## src/cdu_pkg.sv

```systemverilog
package cdu_pkg;

  // ==========================================================
  // Register map (byte addresses, one word each)
  localparam logic [7:0] CDU_ADDR_CTRL     = 8'h00;
  localparam logic [7:0] CDU_ADDR_RSRC_MDE = 8'h04;
  localparam logic [7:0] CDU_ADDR_RDB      = 8'h08;
  localparam logic [7:0] CDU_ADDR_FDB      = 8'h0c;
  localparam logic [7:0] CDU_ADDR_RBLK     = 8'h10;
  localparam logic [7:0] CDU_ADDR_FBLK     = 8'h14;
  localparam logic [7:0] CDU_ADDR_RPH      = 8'h18;
  localparam logic [7:0] CDU_ADDR_FPH      = 8'h1c;
  localparam logic [7:0] CDU_ADDR_STAT     = 8'h20;

  // ==========================================================
  // Field positions
  localparam int CDU_CTRL_EN      = 0;
  localparam int CDU_CTRL_SRC0_EN = 1;
  localparam int CDU_CTRL_W       = 2;
  localparam int CDU_RSIM_SRC0    = 0;
  localparam int CDU_RSIM_W       = 8;
  localparam int CDU_STAT_W       = 6;

  // ==========================================================
  // Reset values
  localparam logic [CDU_CTRL_W-1:0] CDU_CTRL_RST = 2'h0;
  localparam logic [CDU_RSIM_W-1:0] CDU_RSIM_RST = 8'h00;

  // ==========================================================
  // Timing
  localparam int CDU_CLK_MHZ = 200;

endpackage : cdu_pkg
```

## src/cdu_core.sv

```systemverilog
// The implementer's own choices: the register offsets and the APB register port.
`timescale 1ns/10ps
// Function
// - Primary turns on only after rising dead-band, started by rising event output.
// - Complementary turns on only after falling dead-band, started by falling event output.
// - Falling event during rising dead-band suppresses primary, extends by falling dead-band.
// - Rising event during falling dead-band suppresses complementary, extends by rising dead-band.
// - Falling blank counter masks rising inputs; rising blank counter masks falling inputs.
// - Blanking counts clock periods from zero to programmed value, runs full length.
// - Falling-triggered blanking starts when rising event output goes false.
// - Rising-triggered blanking starts when falling event output goes false.
// - Falling blank count zero disables blanking; rising inputs pass straight through.
// - Rising blank count zero disables blanking; falling inputs pass straight through.
// - Blanking uncertainty from asynchronous sources at most one clock period.
// - Non-zero phase count delays the event by that many clock periods.
// - Phase count zero disables phase delay; event passes straight to output flop.
// - Source 0 edge mode: rising pin edge, phase delayed; level mode: immediate event.
// - Source 0 disabled: selected pin never produces a rising event; a phase delay already running when it is disabled still fires.
module cdu_core
  import cdu_pkg::*;
#(
  parameter int CNT_W = 6
) (
  // Clock and reset
  input  wire logic             pclk,
  input  wire logic             presetn,
  // APB slave
  input  wire logic             psel,
  input  wire logic             penable,
  input  wire logic             pwrite,
  input  wire logic [7:0]       paddr,
  input  wire logic [31:0]      pwdata,
  output logic      [31:0]      prdata,
  output logic                  pready,
  output logic                  pslverr,
  // Event source pins (asynchronous)
  input  wire logic             rise_src_pin,
  input  wire logic             fall_src_pin,
  // Drive outputs
  output logic                  primary_drive,
  output logic                  compl_drive
);

  // ==========================================================
  // Helpers
  function automatic logic cnt_last(input logic [CNT_W-1:0] cnt,
                                    input logic [CNT_W-1:0] val);
    cnt_last = (CNT_W'(cnt + 1'b1) == val);
  endfunction : cnt_last

  function automatic logic cnt_zero(input logic [CNT_W-1:0] val);
    cnt_zero = (val == '0);
  endfunction : cnt_zero

  // ==========================================================
  // Registers
  logic [CDU_CTRL_W-1:0] ctrl_q;
  logic [CDU_RSIM_W-1:0] rising_source_mode_reg_q;
  logic [CNT_W-1:0]      rise_dead_q;
  logic [CNT_W-1:0]      fall_dead_q;
  logic [CNT_W-1:0]      rising_blank_count_q;
  logic [CNT_W-1:0]      falling_blank_count_q;
  logic [CNT_W-1:0]      rising_phase_count_q;
  logic [CNT_W-1:0]      falling_phase_count_q;

  logic                  unit_en;
  logic                  rising_src0_enable;
  logic                  rising_src0_edge_mode;
  logic                  apb_wr;
  logic                  apb_setup;
  logic                  addr_hit;
  logic [CDU_STAT_W-1:0] status;

  // Core state
  logic                  rpin_s1_q, rpin_s2_q, rpin_prev_q;
  logic                  fpin_s1_q, fpin_s2_q, fpin_prev_q;
  logic                  fblk_run_q, rblk_run_q;
  logic [CNT_W-1:0]      fblk_cnt_q, rblk_cnt_q;
  logic                  rph_run_q, fph_run_q;
  logic [CNT_W-1:0]      rph_cnt_q, fph_cnt_q;
  logic                  evt_q;
  logic                  db_run_q;
  logic [CNT_W-1:0]      db_cnt_q, db_tgt_q;
  logic                  pri_q, cmp_q;

  logic                  rise_edge, fall_edge;
  logic                  rise_req_dly, rise_req_imm, fall_req;
  logic                  rise_fire, fall_fire, set_evt, clr_evt;

  assign unit_en               = ctrl_q[CDU_CTRL_EN];
  assign rising_src0_enable    = ctrl_q[CDU_CTRL_SRC0_EN];
  assign rising_src0_edge_mode = rising_source_mode_reg_q[CDU_RSIM_SRC0];

  // ==========================================================
  // APB slave: zero wait states, error on unmapped address
  assign apb_setup = psel && !penable;
  assign apb_wr    = psel && penable && pwrite;
  assign pready    = 1'b1;
  assign status    = {db_run_q, rblk_run_q, fblk_run_q, evt_q, cmp_q, pri_q};

  always_comb begin
    case (paddr)
      CDU_ADDR_CTRL, CDU_ADDR_RSRC_MDE, CDU_ADDR_RDB, CDU_ADDR_FDB,
      CDU_ADDR_RBLK, CDU_ADDR_FBLK, CDU_ADDR_RPH, CDU_ADDR_FPH,
      CDU_ADDR_STAT: addr_hit = 1'b1;
      default:       addr_hit = 1'b0;
    endcase
  end

  assign pslverr = psel && penable && !addr_hit;

  always_ff @(posedge pclk or negedge presetn) begin
    if (!presetn) begin
      ctrl_q                   <= CDU_CTRL_RST;
      rising_source_mode_reg_q <= CDU_RSIM_RST;
      rise_dead_q              <= '0;
      fall_dead_q              <= '0;
      rising_blank_count_q     <= '0;
      falling_blank_count_q    <= '0;
      rising_phase_count_q     <= '0;
      falling_phase_count_q    <= '0;
    end else if (apb_wr) begin
      case (paddr)
        CDU_ADDR_CTRL:     ctrl_q                   <= pwdata[CDU_CTRL_W-1:0];
        CDU_ADDR_RSRC_MDE: rising_source_mode_reg_q <= pwdata[CDU_RSIM_W-1:0];
        CDU_ADDR_RDB:      rise_dead_q              <= pwdata[CNT_W-1:0];
        CDU_ADDR_FDB:      fall_dead_q              <= pwdata[CNT_W-1:0];
        CDU_ADDR_RBLK:     rising_blank_count_q     <= pwdata[CNT_W-1:0];
        CDU_ADDR_FBLK:     falling_blank_count_q    <= pwdata[CNT_W-1:0];
        CDU_ADDR_RPH:      rising_phase_count_q     <= pwdata[CNT_W-1:0];
        CDU_ADDR_FPH:      falling_phase_count_q    <= pwdata[CNT_W-1:0];
        default: begin
        end
      endcase
    end
  end

  // Read data captured in setup so it is a flop output in access
  always_ff @(posedge pclk or negedge presetn) begin
    if (!presetn) begin
      prdata <= '0;
    end else if (apb_setup && !pwrite) begin
      case (paddr)
        CDU_ADDR_CTRL:     prdata <= 32'(ctrl_q);
        CDU_ADDR_RSRC_MDE: prdata <= 32'(rising_source_mode_reg_q);
        CDU_ADDR_RDB:      prdata <= 32'(rise_dead_q);
        CDU_ADDR_FDB:      prdata <= 32'(fall_dead_q);
        CDU_ADDR_RBLK:     prdata <= 32'(rising_blank_count_q);
        CDU_ADDR_FBLK:     prdata <= 32'(falling_blank_count_q);
        CDU_ADDR_RPH:      prdata <= 32'(rising_phase_count_q);
        CDU_ADDR_FPH:      prdata <= 32'(falling_phase_count_q);
        CDU_ADDR_STAT:     prdata <= 32'(status);
        default:           prdata <= '0;
      endcase
    end
  end

  // ==========================================================
  // Pin synchronisers
  // two-flop sync
  // Costs two cycles of latency but bounds the blanking jitter to one period
  always_ff @(posedge pclk or negedge presetn) begin
    if (!presetn) begin
      rpin_s1_q   <= 1'b0;
      rpin_s2_q   <= 1'b0;
      rpin_prev_q <= 1'b0;
      fpin_s1_q   <= 1'b0;
      fpin_s2_q   <= 1'b0;
      fpin_prev_q <= 1'b0;
    end else begin
      rpin_s1_q   <= rise_src_pin;
      rpin_s2_q   <= rpin_s1_q;
      rpin_prev_q <= rpin_s2_q;
      fpin_s1_q   <= fall_src_pin;
      fpin_s2_q   <= fpin_s1_q;
      fpin_prev_q <= fpin_s2_q;
    end
  end

  assign rise_edge = rpin_s2_q && !rpin_prev_q;
  assign fall_edge = fpin_s2_q && !fpin_prev_q;

  // ==========================================================
  // Input qualification
  // edge or level
  assign rise_req_dly = unit_en && rising_src0_enable && rising_src0_edge_mode
                        && rise_edge && !fblk_run_q && !evt_q;
  assign rise_req_imm = unit_en && rising_src0_enable && !rising_src0_edge_mode
                        && rpin_s2_q && !fblk_run_q && !evt_q;
  assign fall_req     = unit_en && fall_edge && !rblk_run_q && evt_q;

  // ==========================================================
  // Phase delay
  // phase counters
  assign rise_fire = rise_req_imm
                     || (rise_req_dly && cnt_zero(rising_phase_count_q))
                     || (rph_run_q && cnt_last(rph_cnt_q, rising_phase_count_q));
  assign fall_fire = (fall_req && cnt_zero(falling_phase_count_q))
                     || (fph_run_q && cnt_last(fph_cnt_q, falling_phase_count_q));
  assign set_evt   = rise_fire && !evt_q;
  assign clr_evt   = fall_fire && evt_q;

  always_ff @(posedge pclk or negedge presetn) begin
    if (!presetn) begin
      rph_run_q <= 1'b0;
      rph_cnt_q <= '0;
    end else if (!unit_en || set_evt) begin
      rph_run_q <= 1'b0;
      rph_cnt_q <= '0;
    end else if (rise_req_dly && !cnt_zero(rising_phase_count_q) && !rph_run_q) begin
      rph_run_q <= 1'b1;
      rph_cnt_q <= '0;
    end else if (rph_run_q) begin
      rph_cnt_q <= CNT_W'(rph_cnt_q + 1'b1);
    end
  end

  always_ff @(posedge pclk or negedge presetn) begin
    if (!presetn) begin
      fph_run_q <= 1'b0;
      fph_cnt_q <= '0;
    end else if (!unit_en || clr_evt) begin
      fph_run_q <= 1'b0;
      fph_cnt_q <= '0;
    end else if (fall_req && !cnt_zero(falling_phase_count_q) && !fph_run_q) begin
      fph_run_q <= 1'b1;
      fph_cnt_q <= '0;
    end else if (fph_run_q) begin
      fph_cnt_q <= CNT_W'(fph_cnt_q + 1'b1);
    end
  end

  // ==========================================================
  // Event state: high after rising event, low after falling event
  always_ff @(posedge pclk or negedge presetn) begin
    if (!presetn) begin
      evt_q <= 1'b0;
    end else if (!unit_en) begin
      evt_q <= 1'b0;
    end else if (set_evt) begin
      evt_q <= 1'b1;
    end else if (clr_evt) begin
      evt_q <= 1'b0;
    end
  end

  // ==========================================================
  // Blanking counters
  // start on falling
  always_ff @(posedge pclk or negedge presetn) begin
    if (!presetn) begin
      fblk_run_q <= 1'b0;
      fblk_cnt_q <= '0;
    end else if (!unit_en) begin
      fblk_run_q <= 1'b0;
      fblk_cnt_q <= '0;
    end else if (clr_evt && !cnt_zero(falling_blank_count_q)) begin
      fblk_run_q <= 1'b1;
      fblk_cnt_q <= '0;
    end else if (fblk_run_q) begin
      fblk_run_q <= !cnt_last(fblk_cnt_q, falling_blank_count_q);
      fblk_cnt_q <= CNT_W'(fblk_cnt_q + 1'b1);
    end
  end

  always_ff @(posedge pclk or negedge presetn) begin
    if (!presetn) begin
      rblk_run_q <= 1'b0;
      rblk_cnt_q <= '0;
    end else if (!unit_en) begin
      rblk_run_q <= 1'b0;
      rblk_cnt_q <= '0;
    end else if (set_evt && !cnt_zero(rising_blank_count_q)) begin
      rblk_run_q <= 1'b1;
      rblk_cnt_q <= '0;
    end else if (rblk_run_q) begin
      rblk_run_q <= !cnt_last(rblk_cnt_q, rising_blank_count_q);
      rblk_cnt_q <= CNT_W'(rblk_cnt_q + 1'b1);
    end
  end

  // ==========================================================
  // Dead-band and drive flops
  // dead-band counter
  // reload on overlap
  // An overlapping event restarts the count with the new band's length, so a shorter new band can end before the first one would have
  always_ff @(posedge pclk or negedge presetn) begin
    if (!presetn) begin
      db_run_q <= 1'b0;
      db_cnt_q <= '0;
      db_tgt_q <= '0;
    end else if (!unit_en) begin
      db_run_q <= 1'b0;
      db_cnt_q <= '0;
      db_tgt_q <= '0;
    end else if (set_evt) begin
      db_run_q <= !cnt_zero(rise_dead_q);
      db_cnt_q <= '0;
      db_tgt_q <= rise_dead_q;
    end else if (clr_evt) begin
      db_run_q <= !cnt_zero(fall_dead_q);
      db_cnt_q <= '0;
      db_tgt_q <= fall_dead_q;
    end else if (db_run_q) begin
      db_run_q <= !cnt_last(db_cnt_q, db_tgt_q);
      db_cnt_q <= CNT_W'(db_cnt_q + 1'b1);
    end
  end

  always_ff @(posedge pclk or negedge presetn) begin
    if (!presetn) begin
      pri_q <= 1'b0;
      cmp_q <= 1'b0;
    end else if (!unit_en) begin
      pri_q <= 1'b0;
      cmp_q <= 1'b0;
    end else if (set_evt) begin
      cmp_q <= 1'b0;
      pri_q <= cnt_zero(rise_dead_q);
    end else if (clr_evt) begin
      pri_q <= 1'b0;
      cmp_q <= cnt_zero(fall_dead_q);
    end else if (db_run_q && cnt_last(db_cnt_q, db_tgt_q)) begin
      pri_q <= evt_q;
      cmp_q <= !evt_q;
    end
  end

  assign primary_drive = pri_q;
  assign compl_drive   = cmp_q;

  // ==========================================================
  // Assertions
  // check
  pri_after_band_a: assert property (@(posedge pclk) disable iff (!presetn)
    set_evt && !cnt_zero(rise_dead_q) |=> !pri_q && !cmp_q && db_run_q)
    else $error("primary turned on inside rising dead-band");

  cmp_after_band_a: assert property (@(posedge pclk) disable iff (!presetn)
    clr_evt && !cnt_zero(fall_dead_q) |=> !pri_q && !cmp_q && db_run_q)
    else $error("complementary turned on inside falling dead-band");

  rise_fall_ovl_a: assert property (@(posedge pclk) disable iff (!presetn)
    db_run_q && evt_q && clr_evt |=> !pri_q && (db_tgt_q == $past(fall_dead_q)))
    else $error("falling overlap did not extend dead-band");

  fall_rise_ovl_a: assert property (@(posedge pclk) disable iff (!presetn)
    db_run_q && !evt_q && set_evt |=> !cmp_q && (db_tgt_q == $past(rise_dead_q)))
    else $error("rising overlap did not extend dead-band");

  blank_mask_a: assert property (@(posedge pclk) disable iff (!presetn)
    fblk_run_q |-> !set_evt)
    else $error("rising event set during falling blanking");

  // interval length
  // Counts run cycles so any programmed length is checked, not one fixed value
  logic [CNT_W-1:0] fblk_len_q;

  always_ff @(posedge pclk or negedge presetn) begin
    if (!presetn) begin
      fblk_len_q <= '0;
    end else if (!fblk_run_q) begin
      fblk_len_q <= '0;
    end else begin
      fblk_len_q <= CNT_W'(fblk_len_q + 1'b1);
    end
  end

  blank_length_a: assert property (@(posedge pclk) disable iff (!presetn)
    $fell(fblk_run_q) && unit_en && $stable(falling_blank_count_q)
    |-> fblk_len_q == falling_blank_count_q)
    else $error("falling blanking interval length wrong");

  fblk_start_a: assert property (@(posedge pclk) disable iff (!presetn)
    clr_evt && !cnt_zero(falling_blank_count_q) |=> fblk_run_q && fblk_cnt_q == '0)
    else $error("falling blanking did not start");

  rblk_start_a: assert property (@(posedge pclk) disable iff (!presetn)
    set_evt && !cnt_zero(rising_blank_count_q) |=> rblk_run_q && rblk_cnt_q == '0)
    else $error("rising blanking did not start");

  fblk_zero_a: assert property (@(posedge pclk) disable iff (!presetn)
    cnt_zero(falling_blank_count_q) && ($past(falling_blank_count_q) == '0)
    && !$past(fblk_run_q) |-> !fblk_run_q)
    else $error("falling blanking ran with zero count");

  phase_hold_a: assert property (@(posedge pclk) disable iff (!presetn)
    rph_run_q && !cnt_last(rph_cnt_q, rising_phase_count_q) && unit_en
    |=> !evt_q || $past(evt_q))
    else $error("rising event before phase delay expired");

  src_off_a: assert property (@(posedge pclk) disable iff (!presetn)
    !rising_src0_enable && !rph_run_q |-> !set_evt)
    else $error("disabled source produced rising request");

  excl_drive_a: assert property (@(posedge pclk) disable iff (!presetn)
    !(pri_q && cmp_q))
    else $error("both drives on");

  pri_on_c:  cover property (@(posedge pclk) disable iff (!presetn) $rose(pri_q));
  cmp_on_c:  cover property (@(posedge pclk) disable iff (!presetn) $rose(cmp_q));
  ovl_c:     cover property (@(posedge pclk) disable iff (!presetn) db_run_q && clr_evt);
  blank_c:   cover property (@(posedge pclk) disable iff (!presetn) fblk_run_q && rise_edge);

endmodule : cdu_core

```

## config.mk

```make
export PLATFORM = sky130hd
export DESIGN_NAME = cdu_core
export DESIGN_NICKNAME = d
export VERILOG_FILES = /design/src/cdu_pkg.sv /design/src/cdu_core.sv
export SDC_FILE = /design/constraint.sdc
export NUM_CORES = 1
export LEC_CHECK = 0
export BUFFER_PORTS_ARGS = -buffer_cell sky130_fd_sc_hd__clkbuf_2
export CAP_MARGIN = 20
export CORE_MARGIN = 2
export CORE_UTILIZATION = 60
export DETAILED_ROUTE_END_ITERATION = 6
export GPL_ROUTABILITY_DRIVEN = 0
export HOLD_SLACK_MARGIN = 0.06
export PLACE_DENSITY = 0.83
export SETUP_SLACK_MARGIN = 0.2
export SLEW_MARGIN = 10
export SYNTH_ARGS = -nofsm -noshare
export SYNTH_HDL_FRONTEND = slang
export SYNTH_SLANG_ARGS = --single-unit
```

## constraint.sdc

```tcl
create_clock -name pclk -period 4.3 [get_ports pclk]
set_clock_uncertainty 0.1 [all_clocks]
set_input_delay 0.43 -clock pclk [delete_from_list [all_inputs] [get_ports pclk]]
set_output_delay 0.43 -clock pclk [all_outputs]
set_load 0.01 [all_outputs]
```

# Yosys cells after proc, flatten, opt, wreduce, memory -nomap -nowiden
# Index checks and enable logic that the tools add are counted.
[totals] input_bits=47 out_inout_bits=36 reg_bits=128
[classes] n_eq_ne=18 reduce_logical=78 addsub=5 n_mux=46
[ops] op="6-bit two-way mux" count=19
[ops] op="8-bit case mux with 9 select lines" count=1
[ops] op="6-bit logical NOT" count=6
[ops] op="8-bit by 5-bit == test with 1-bit output, second input constant" count=4
[ops] op="1-bit logical AND" count=32
[ops] op="6-bit by 1-bit adder with 6-bit output, second input constant" count=5
[ops] op="6-bit == test" count=5
[ops] op="1-bit two-way mux" count=26
[ops] op="1-bit logical NOT" count=21
[ops] op="8-bit by 4-bit == test with 1-bit output, second input constant" count=2
[ops] op="2-bit AND reduction" count=8
[ops] op="3-bit by 1-bit != test with 1-bit output, second input constant" count=3
[ops] op="9-bit OR reduction" count=1
[ops] op="8-bit by 3-bit == test with 1-bit output, second input constant" count=1
[ops] op="8-bit by 6-bit == test with 1-bit output, second input constant" count=1
[ops] op="8-bit logical NOT" count=1
[ops] op="4-bit by 1-bit != test with 1-bit output, second input constant" count=2
[ops] op="3-bit nonzero test" count=2
[ops] op="1-bit logical OR" count=5
[ops] op="2-bit nonzero test" count=2

# Logic depth before layout (Yosys ltp)
[logic_depth] depth_word=12 ltp_mapped=8 mapped_depth_nobuf=7

# Least setup slack after synthesis
# No wires, ideal clock.
[synth_timing] kind="reg2reg" start="register db_cnt_q[0]" end="register pri_q, in the netlist primary_drive" path_stages_with_launch=8 slack_ns=2.117 setup_ns=0.119 period_less_slack_ns=2.183 path_buffers=0 arrival_time_ns=1.965 path_cell_list="dfrtp_1 > ha_1 > or3b_1 > a211oi_2 > nor3_1 > o31a_1 > o211a_1 > o21a_1"
[synth_via] elab_chain_len=4
[synth_rtl] item="from (decl)" line_no="cdu_core.sv:83" rtl="logic [CNT_W-1:0] db_cnt_q, db_tgt_q;"
[synth_rtl] item="from (signal assigned)" line_no="cdu_core.sv:306" rtl="db_cnt_q <= CNT_W'(db_cnt_q + 1'b1);"
[synth_rtl] item="6-bit by 1-bit adder with 6-bit output" line_no="cdu_core.sv:48" rtl="cnt_last = (CNT_W'(cnt + 1'b1) == val);"
[synth_rtl] item="6-bit == test" line_no="cdu_core.sv:48"
[synth_rtl] item="1-bit logical AND" line_no="cdu_core.sv:323" rtl="end else if (db_run_q && cnt_last(db_cnt_q, db_tgt_q)) begin"
[synth_rtl] item="4-bit by 1-bit != test with 1-bit output (no line)"
[synth_rtl] item="to (signal assigned)" line_no="cdu_core.sv:319" rtl="pri_q <= cnt_zero(rise_dead_q);"
[synth_rtl] item="to (signal assigned)" line_no="cdu_core.sv:324" rtl="pri_q <= evt_q;"
[synth_rtl] item="to (decl)" line_no="cdu_core.sv:84" rtl="logic pri_q, cmp_q;"
# Every way passes these cells.
# A chain may end at the register's enable or synchronous reset.

# Worst setup path after layout
[layout_timing] start="register fph_cnt_q[0]" end="register fblk_cnt_q[5]"
[layout_via] elab_chain_len=8 elab_cells_between_ends=9 classes_between="add/sub (1); eq/ne (2); mux (2); reduce/logical (4)"
[layout_rtl] item="from (decl)" line_no="cdu_core.sv:80" rtl="logic [CNT_W-1:0] rph_cnt_q, fph_cnt_q;"
[layout_rtl] item="from (signal assigned)" line_no="cdu_core.sv:229" rtl="fph_cnt_q <= CNT_W'(fph_cnt_q + 1'b1);"
[layout_rtl] item="6-bit by 1-bit adder with 6-bit output (*)" line_no="cdu_core.sv:48"
[layout_rtl] item="6-bit == test (*)" line_no="cdu_core.sv:48"
[layout_rtl] item="1-bit logical AND (*)" line_no="cdu_core.sv:199" rtl="|| (fph_run_q && cnt_last(fph_cnt_q, falling_phase_count_q));"
[layout_rtl] item="1-bit logical OR (*)" line_no="cdu_core.sv:199"
[layout_rtl] item="1-bit logical AND (*)" line_no="cdu_core.sv:201" rtl="assign clr_evt = fall_fire && evt_q;"
[layout_rtl] item="1-bit logical AND (*)" line_no="cdu_core.sv:257" rtl="end else if (clr_evt && !cnt_zero(falling_blank_count_q)) begin"
[layout_rtl] item="6-bit two-way mux" line_no="cdu_core.sv:257"
[layout_rtl] item="6-bit two-way mux" line_no="cdu_core.sv:254" rtl="end else if (!unit_en) begin"
[layout_rtl] item="to (signal assigned)" line_no="cdu_core.sv:262" rtl="fblk_cnt_q <= CNT_W'(fblk_cnt_q + 1'b1);"
[layout_rtl] item="to (decl)" line_no="cdu_core.sv:78" rtl="logic [CNT_W-1:0] fblk_cnt_q, rblk_cnt_q;"
# Every way passes the cells marked *; elsewhere a longest branch is shown, timed or not.

==> impl_metrics.prom <==
# TYPE chip_impl_metric gauge
chip_impl_metric{name="final-setup-viol-count",unit=""} 0
chip_impl_metric{name="static-leakage-power",unit="nW"} 2.86
chip_impl_metric{name="vias_in_the_first_global_route",unit=""} 4552
chip_impl_metric{name="post_synth.cell_area_avg",unit="um2"} 10.4
chip_impl_metric{name="final-hold-violation-count",unit=""} 0
chip_impl_metric{name="crit_required",unit="ps"} 4450
chip_impl_info{name="start_kind",value="flop"} 1
chip_impl_metric{name="clock-sinks",unit=""} 104
chip_impl_metric{name="timing.final.crit_share",unit=""} 0.654
chip_impl_info{name="setup_repair_after_global_routing_missed_its_margin",value="no"} 1
chip_impl_metric{name="fp.dieH",unit="um"} 104
chip_impl_info{name="largestRegisters",value="prdata (8), rising_source_mode_reg_q (8)"} 1
chip_impl_metric{name="cts_made_buffers",unit=""} 9
chip_impl_metric{name="fmaxAchievable",unit="MHz"} 356
chip_impl_info{name="run_status",value="finished, final reports clean"} 1
chip_impl_info{name="layout.cells.most_common_list",value="sky130_fd_sc_hd__dfrtp_1, sky130_fd_sc_hd__nor2_1, sky130_fd_sc_hd__mux2_2"} 1
chip_impl_metric{name="max_slew_margin",unit=""} 0.378
chip_impl_metric{name="clkLatencyLatePin",unit="ps"} 380
chip_impl_metric{name="cts.reportedPaths.clkPinSlew",unit="ps"} 100
chip_impl_metric{name="die_x",unit="um"} 104
chip_impl_metric{name="drt_antenna_net_count",unit=""} 0
chip_impl_metric{name="drt_wl_total",unit="um"} 13200
chip_impl_info{name="synth_top_family_by_area",value="simple AND/OR/NAND/NOR gates"} 1
chip_impl_metric{name="post_synth_mux_area_share",unit=""} 0.139
chip_impl_metric{name="power.share.sequential",unit=""} 0.558
chip_impl_metric{name="floorplan.io_pins",unit=""} 83
chip_impl_info{name="kind_of_path_behind_the_tightest_hold_check",value="primary input to async pin"} 1
chip_impl_metric{name="p_clk_frac",unit=""} 0.381
chip_impl_metric{name="number_of_standard_cells_in_the_final_layout_excluding_fillers",unit=""} 730
chip_impl_metric{name="netlist_instances",unit=""} 570
chip_impl_info{name="mostFrequentLayoutCell",value="sky130_fd_sc_hd__dfrtp_1"} 1
chip_impl_metric{name="clockBufferDepth",unit=""} 2
chip_impl_metric{name="syn_area",unit="um2"} 5940
chip_impl_metric{name="count_of_flip_flops_with_a_built_in_enable_after_synthesis",unit=""} 0
chip_impl_metric{name="cts_setup_buffers",unit=""} 0
chip_impl_metric{name="slew_viol_final",unit=""} 0
chip_impl_metric{name="die_area",unit="um2"} 10700
chip_impl_metric{name="ys_ff_latch",unit=""} 104
chip_impl_info{name="end_kind",value="flop"} 1
chip_impl_info{name="tritoncts_clock_tree",value="yes"} 1
chip_impl_metric{name="core_area",unit="um2"} 9680
chip_impl_metric{name="critPathArrivalTime",unit="ps"} 2960
chip_impl_metric{name="yosys.area_share.simple",unit=""} 0.171
chip_impl_metric{name="first_pass_iters",unit=""} 5
chip_impl_metric{name="power.net_switching",unit="W"} 0.000431
chip_impl_metric{name="async_flop_share",unit=""} 1.00
chip_impl_metric{name="num-nets-final",unit=""} 644
chip_impl_metric{name="ir_worst_vdd",unit="mV"} 0.197
chip_impl_metric{name="timing.critical_path.fanout_max",unit=""} 14
chip_impl_metric{name="port_buffers",unit=""} 33
chip_impl_metric{name="initial_antenna_violation_count",unit=""} 0
chip_impl_metric{name="grt_overflow_total",unit=""} 0
chip_impl_info{name="endpoint_of_the_most_critical_register_to_register_path",value="fblk_cnt_q[5]$_DFFE_PN0P_"} 1
chip_impl_metric{name="synth_xor_area_frac",unit=""} 0.0663
chip_impl_metric{name="ctsHtreeMaxLevel",unit=""} 3
chip_impl_metric{name="ff2ff_setup_slack",unit="ps"} 1490
chip_impl_metric{name="grt_first_pass_wirelength",unit="um"} 22500
chip_impl_info{name="setup_cp_type",value="flop to flop"} 1
chip_impl_info{name="synth-main-ff-cell",value="sky130_fd_sc_hd__dfrtp_1"} 1
chip_impl_metric{name="max-cap-violations",unit=""} 0
chip_impl_metric{name="wl_per_cell",unit="um"} 18.1
chip_impl_metric{name="pin_count_of_the_biggest_net_entering_global_routing",unit=""} 68
chip_impl_metric{name="site_rows",unit=""} 36
chip_impl_metric{name="finalCoreUtilization",unit=""} 0.652
chip_impl_metric{name="post_synthesis_compound_gate_area_fraction",unit=""} 0.114
chip_impl_metric{name="grt_usage",unit=""} 0.261
chip_impl_metric{name="ff2ff_path_depth",unit=""} 7
chip_impl_metric{name="cell_internal_pwr",unit="W"} 0.00136
chip_impl_metric{name="placed_cells",unit=""} 712
chip_impl_info{name="critical_path.reg2reg.startpoint",value="fph_cnt_q[0]$_DFFE_PN0P_"} 1
chip_impl_metric{name="detail_route.iter0.violations",unit=""} 319
chip_impl_metric{name="initial_core_utilization",unit=""} 0.614
chip_impl_metric{name="power_density",unit="nW/um2"} 284
chip_impl_metric{name="remaining_drc_errors",unit=""} 0
chip_impl_metric{name="synth.yosys.seq_area_share",unit=""} 0.438
chip_impl_metric{name="period_needed",unit="ps"} 2810
chip_impl_info{name="cell_at_the_root_of_the_clock_tree",value="sky130_fd_sc_hd__clkbuf_8"} 1
chip_impl_metric{name="p_comb_frac",unit=""} 0.062
chip_impl_metric{name="netSwitchingFraction",unit=""} 0.240
chip_impl_metric{name="synth_warnings",unit=""} 0
chip_impl_metric{name="yosys.area_share.adder",unit=""} 0.0105
chip_impl_metric{name="antennaDiodeCount",unit=""} 0
chip_impl_metric{name="fin_setup_tns",unit="ps"} 0
chip_impl_metric{name="dpl.hpwl",unit="um"} 9240
chip_impl_metric{name="vias",unit=""} 4475
chip_impl_metric{name="drive_gt1_frac",unit=""} 0.206
chip_impl_metric{name="worstMarginPinSlew",unit="ps"} 930
chip_impl_metric{name="post_synth_num_cell_types",unit=""} 68
chip_impl_metric{name="area_growth_syn_to_layout",unit="%"} 6.27
chip_impl_metric{name="post_drt_via_cell_ratio",unit=""} 6.13
per-layer routing:
| metal | track usage | wire [um] |
|---|---|---|
| met5 | 0 | 0 |
| met3 | 0.0541 | 905 |
| met4 | 0.117 | 397 |
| met1 | 0.347 | 5630 |
| met2 | 0.416 | 6280 |
what timing repair did:
action / CTS / global route
resized for setup: 0 / 0
hold endpoints to repair: 2 / 0
hold buffers: 2 / 0
power groups by stage:
| stage | logic, W | registers (W) | clock network (W) |
|---|---|---|---|
| 2_1_floorplan | 0.0000718 | 0.00102 | 0 |
| 3_5_place_dp | 0.000109 | 0.00102 | 0 |
| 5_1_grt | 0.000123 | 0.00100 | 0.000730 |
| 6_report | 0.000111 | 0.00100 | 0.000683 |
| 3_3_place_gp | 0.000106 | 0.00102 | 0 |
| 4_1_cts | 0.000110 | 0.00100 | 0.000689 |
how the worst max path moves through the flow:
stage	startpoint	to	slack (ps)	depth (start not counted)
4_1_cts	fph_cnt_q[0]$_DFFE_PN0P_	fblk_cnt_q[5]$_DFFE_PN0P_	1540	7
3_3_place_gp	fph_cnt_q[0]$_DFFE_PN0P_	fblk_cnt_q[2]$_DFFE_PN0P_	1670	7
5_1_grt	fph_cnt_q[0]$_DFFE_PN0P_	fblk_cnt_q[5]$_DFFE_PN0P_	1340	7
2_1_floorplan	db_cnt_q[0]$_DFFE_PN0P_	primary_drive$_DFFE_PN0P_	2120	7
6_report	fph_cnt_q[0]$_DFFE_PN0P_	fblk_cnt_q[5]$_DFFE_PN0P_	1490	7
3_5_place_dp	fph_cnt_q[0]$_DFFE_PN0P_	fblk_cnt_q[5]$_DFFE_PN0P_	1560	7
cells by family after synthesis:
logic type / Yosys count
AOI/OAI and AO/OA: 97
adders and majority gates: 5
buffers and inverters: 60
other: 2
DFF: 104
and+or+nand+nor: 185
muxes: 72
xor gates and xnor gates: 45
layout make-up:
type | instances | area [um2]
fill | 760 | 3370
inverter | 9 | 33.8
clock buffer | 10 | 138
timing repair buffer | 39 | 218
sequential | 104 | 2600
tap | 133 | 166
multi-input combinational | 429 | 3080
clock inverter | 6 | 82.6
critical path, cell delays in order (launching register included):
cell                       delay (ps)
sky130_fd_sc_hd__dfrtp_1          450
sky130_fd_sc_hd__ha_1             320
sky130_fd_sc_hd__nand3_1          170
sky130_fd_sc_hd__or3_1            340
sky130_fd_sc_hd__a21oi_1          240
sky130_fd_sc_hd__o211ai_2         410
sky130_fd_sc_hd__o21ai_1          540
sky130_fd_sc_hd__nor2_1           100
Yosys cell counts (4+ instances only):
master                     instances  area share
sky130_fd_sc_hd__dfrtp_1         104        0.44
sky130_fd_sc_hd__nor2_1           51       0.032
sky130_fd_sc_hd__mux2_2           46       0.087
sky130_fd_sc_hd__nand2_1          37       0.023
sky130_fd_sc_hd__buf_4            28       0.035
sky130_fd_sc_hd__xor2_1           27       0.040
sky130_fd_sc_hd__o21ai_0          26       0.022
sky130_fd_sc_hd__mux2i_1          22       0.037
sky130_fd_sc_hd__a21oi_1          18       0.015
sky130_fd_sc_hd__xnor2_1          18       0.027
sky130_fd_sc_hd__nand3_1          15       0.013
sky130_fd_sc_hd__buf_2            11      0.0093
sky130_fd_sc_hd__clkbuf_1         11      0.0069
sky130_fd_sc_hd__nor3b_1          11       0.014
sky130_fd_sc_hd__inv_1             9      0.0057
sky130_fd_sc_hd__nor2b_1           8      0.0084
sky130_fd_sc_hd__nor3_1            8      0.0067
sky130_fd_sc_hd__a21o_1            6      0.0076
sky130_fd_sc_hd__a22oi_1           6      0.0076
sky130_fd_sc_hd__and2_1            6      0.0063
sky130_fd_sc_hd__nor4_1            6      0.0063
sky130_fd_sc_hd__ha_1              5       0.011
sky130_fd_sc_hd__nand4_1           5      0.0053
sky130_fd_sc_hd__o21a_1            5      0.0063
sky130_fd_sc_hd__a32oi_1           4      0.0059
sky130_fd_sc_hd__mux4_2            4       0.015
sky130_fd_sc_hd__nand3b_1          4      0.0051
stage by stage:
step                total power, W  setup slack (ps)  cell area [um2]  hold WS, ps
floorplan                  0.00109              2120             6030         34.4
global placement           0.00113              1670             6080          233
detailed placement         0.00113              1560             6080          243
CTS                        0.00180              1540             6320         81.3
global route               0.00186              1340             6320          108
finish                     0.00180              1490             6320         41.4
Power figures use the tool's default switching activity.
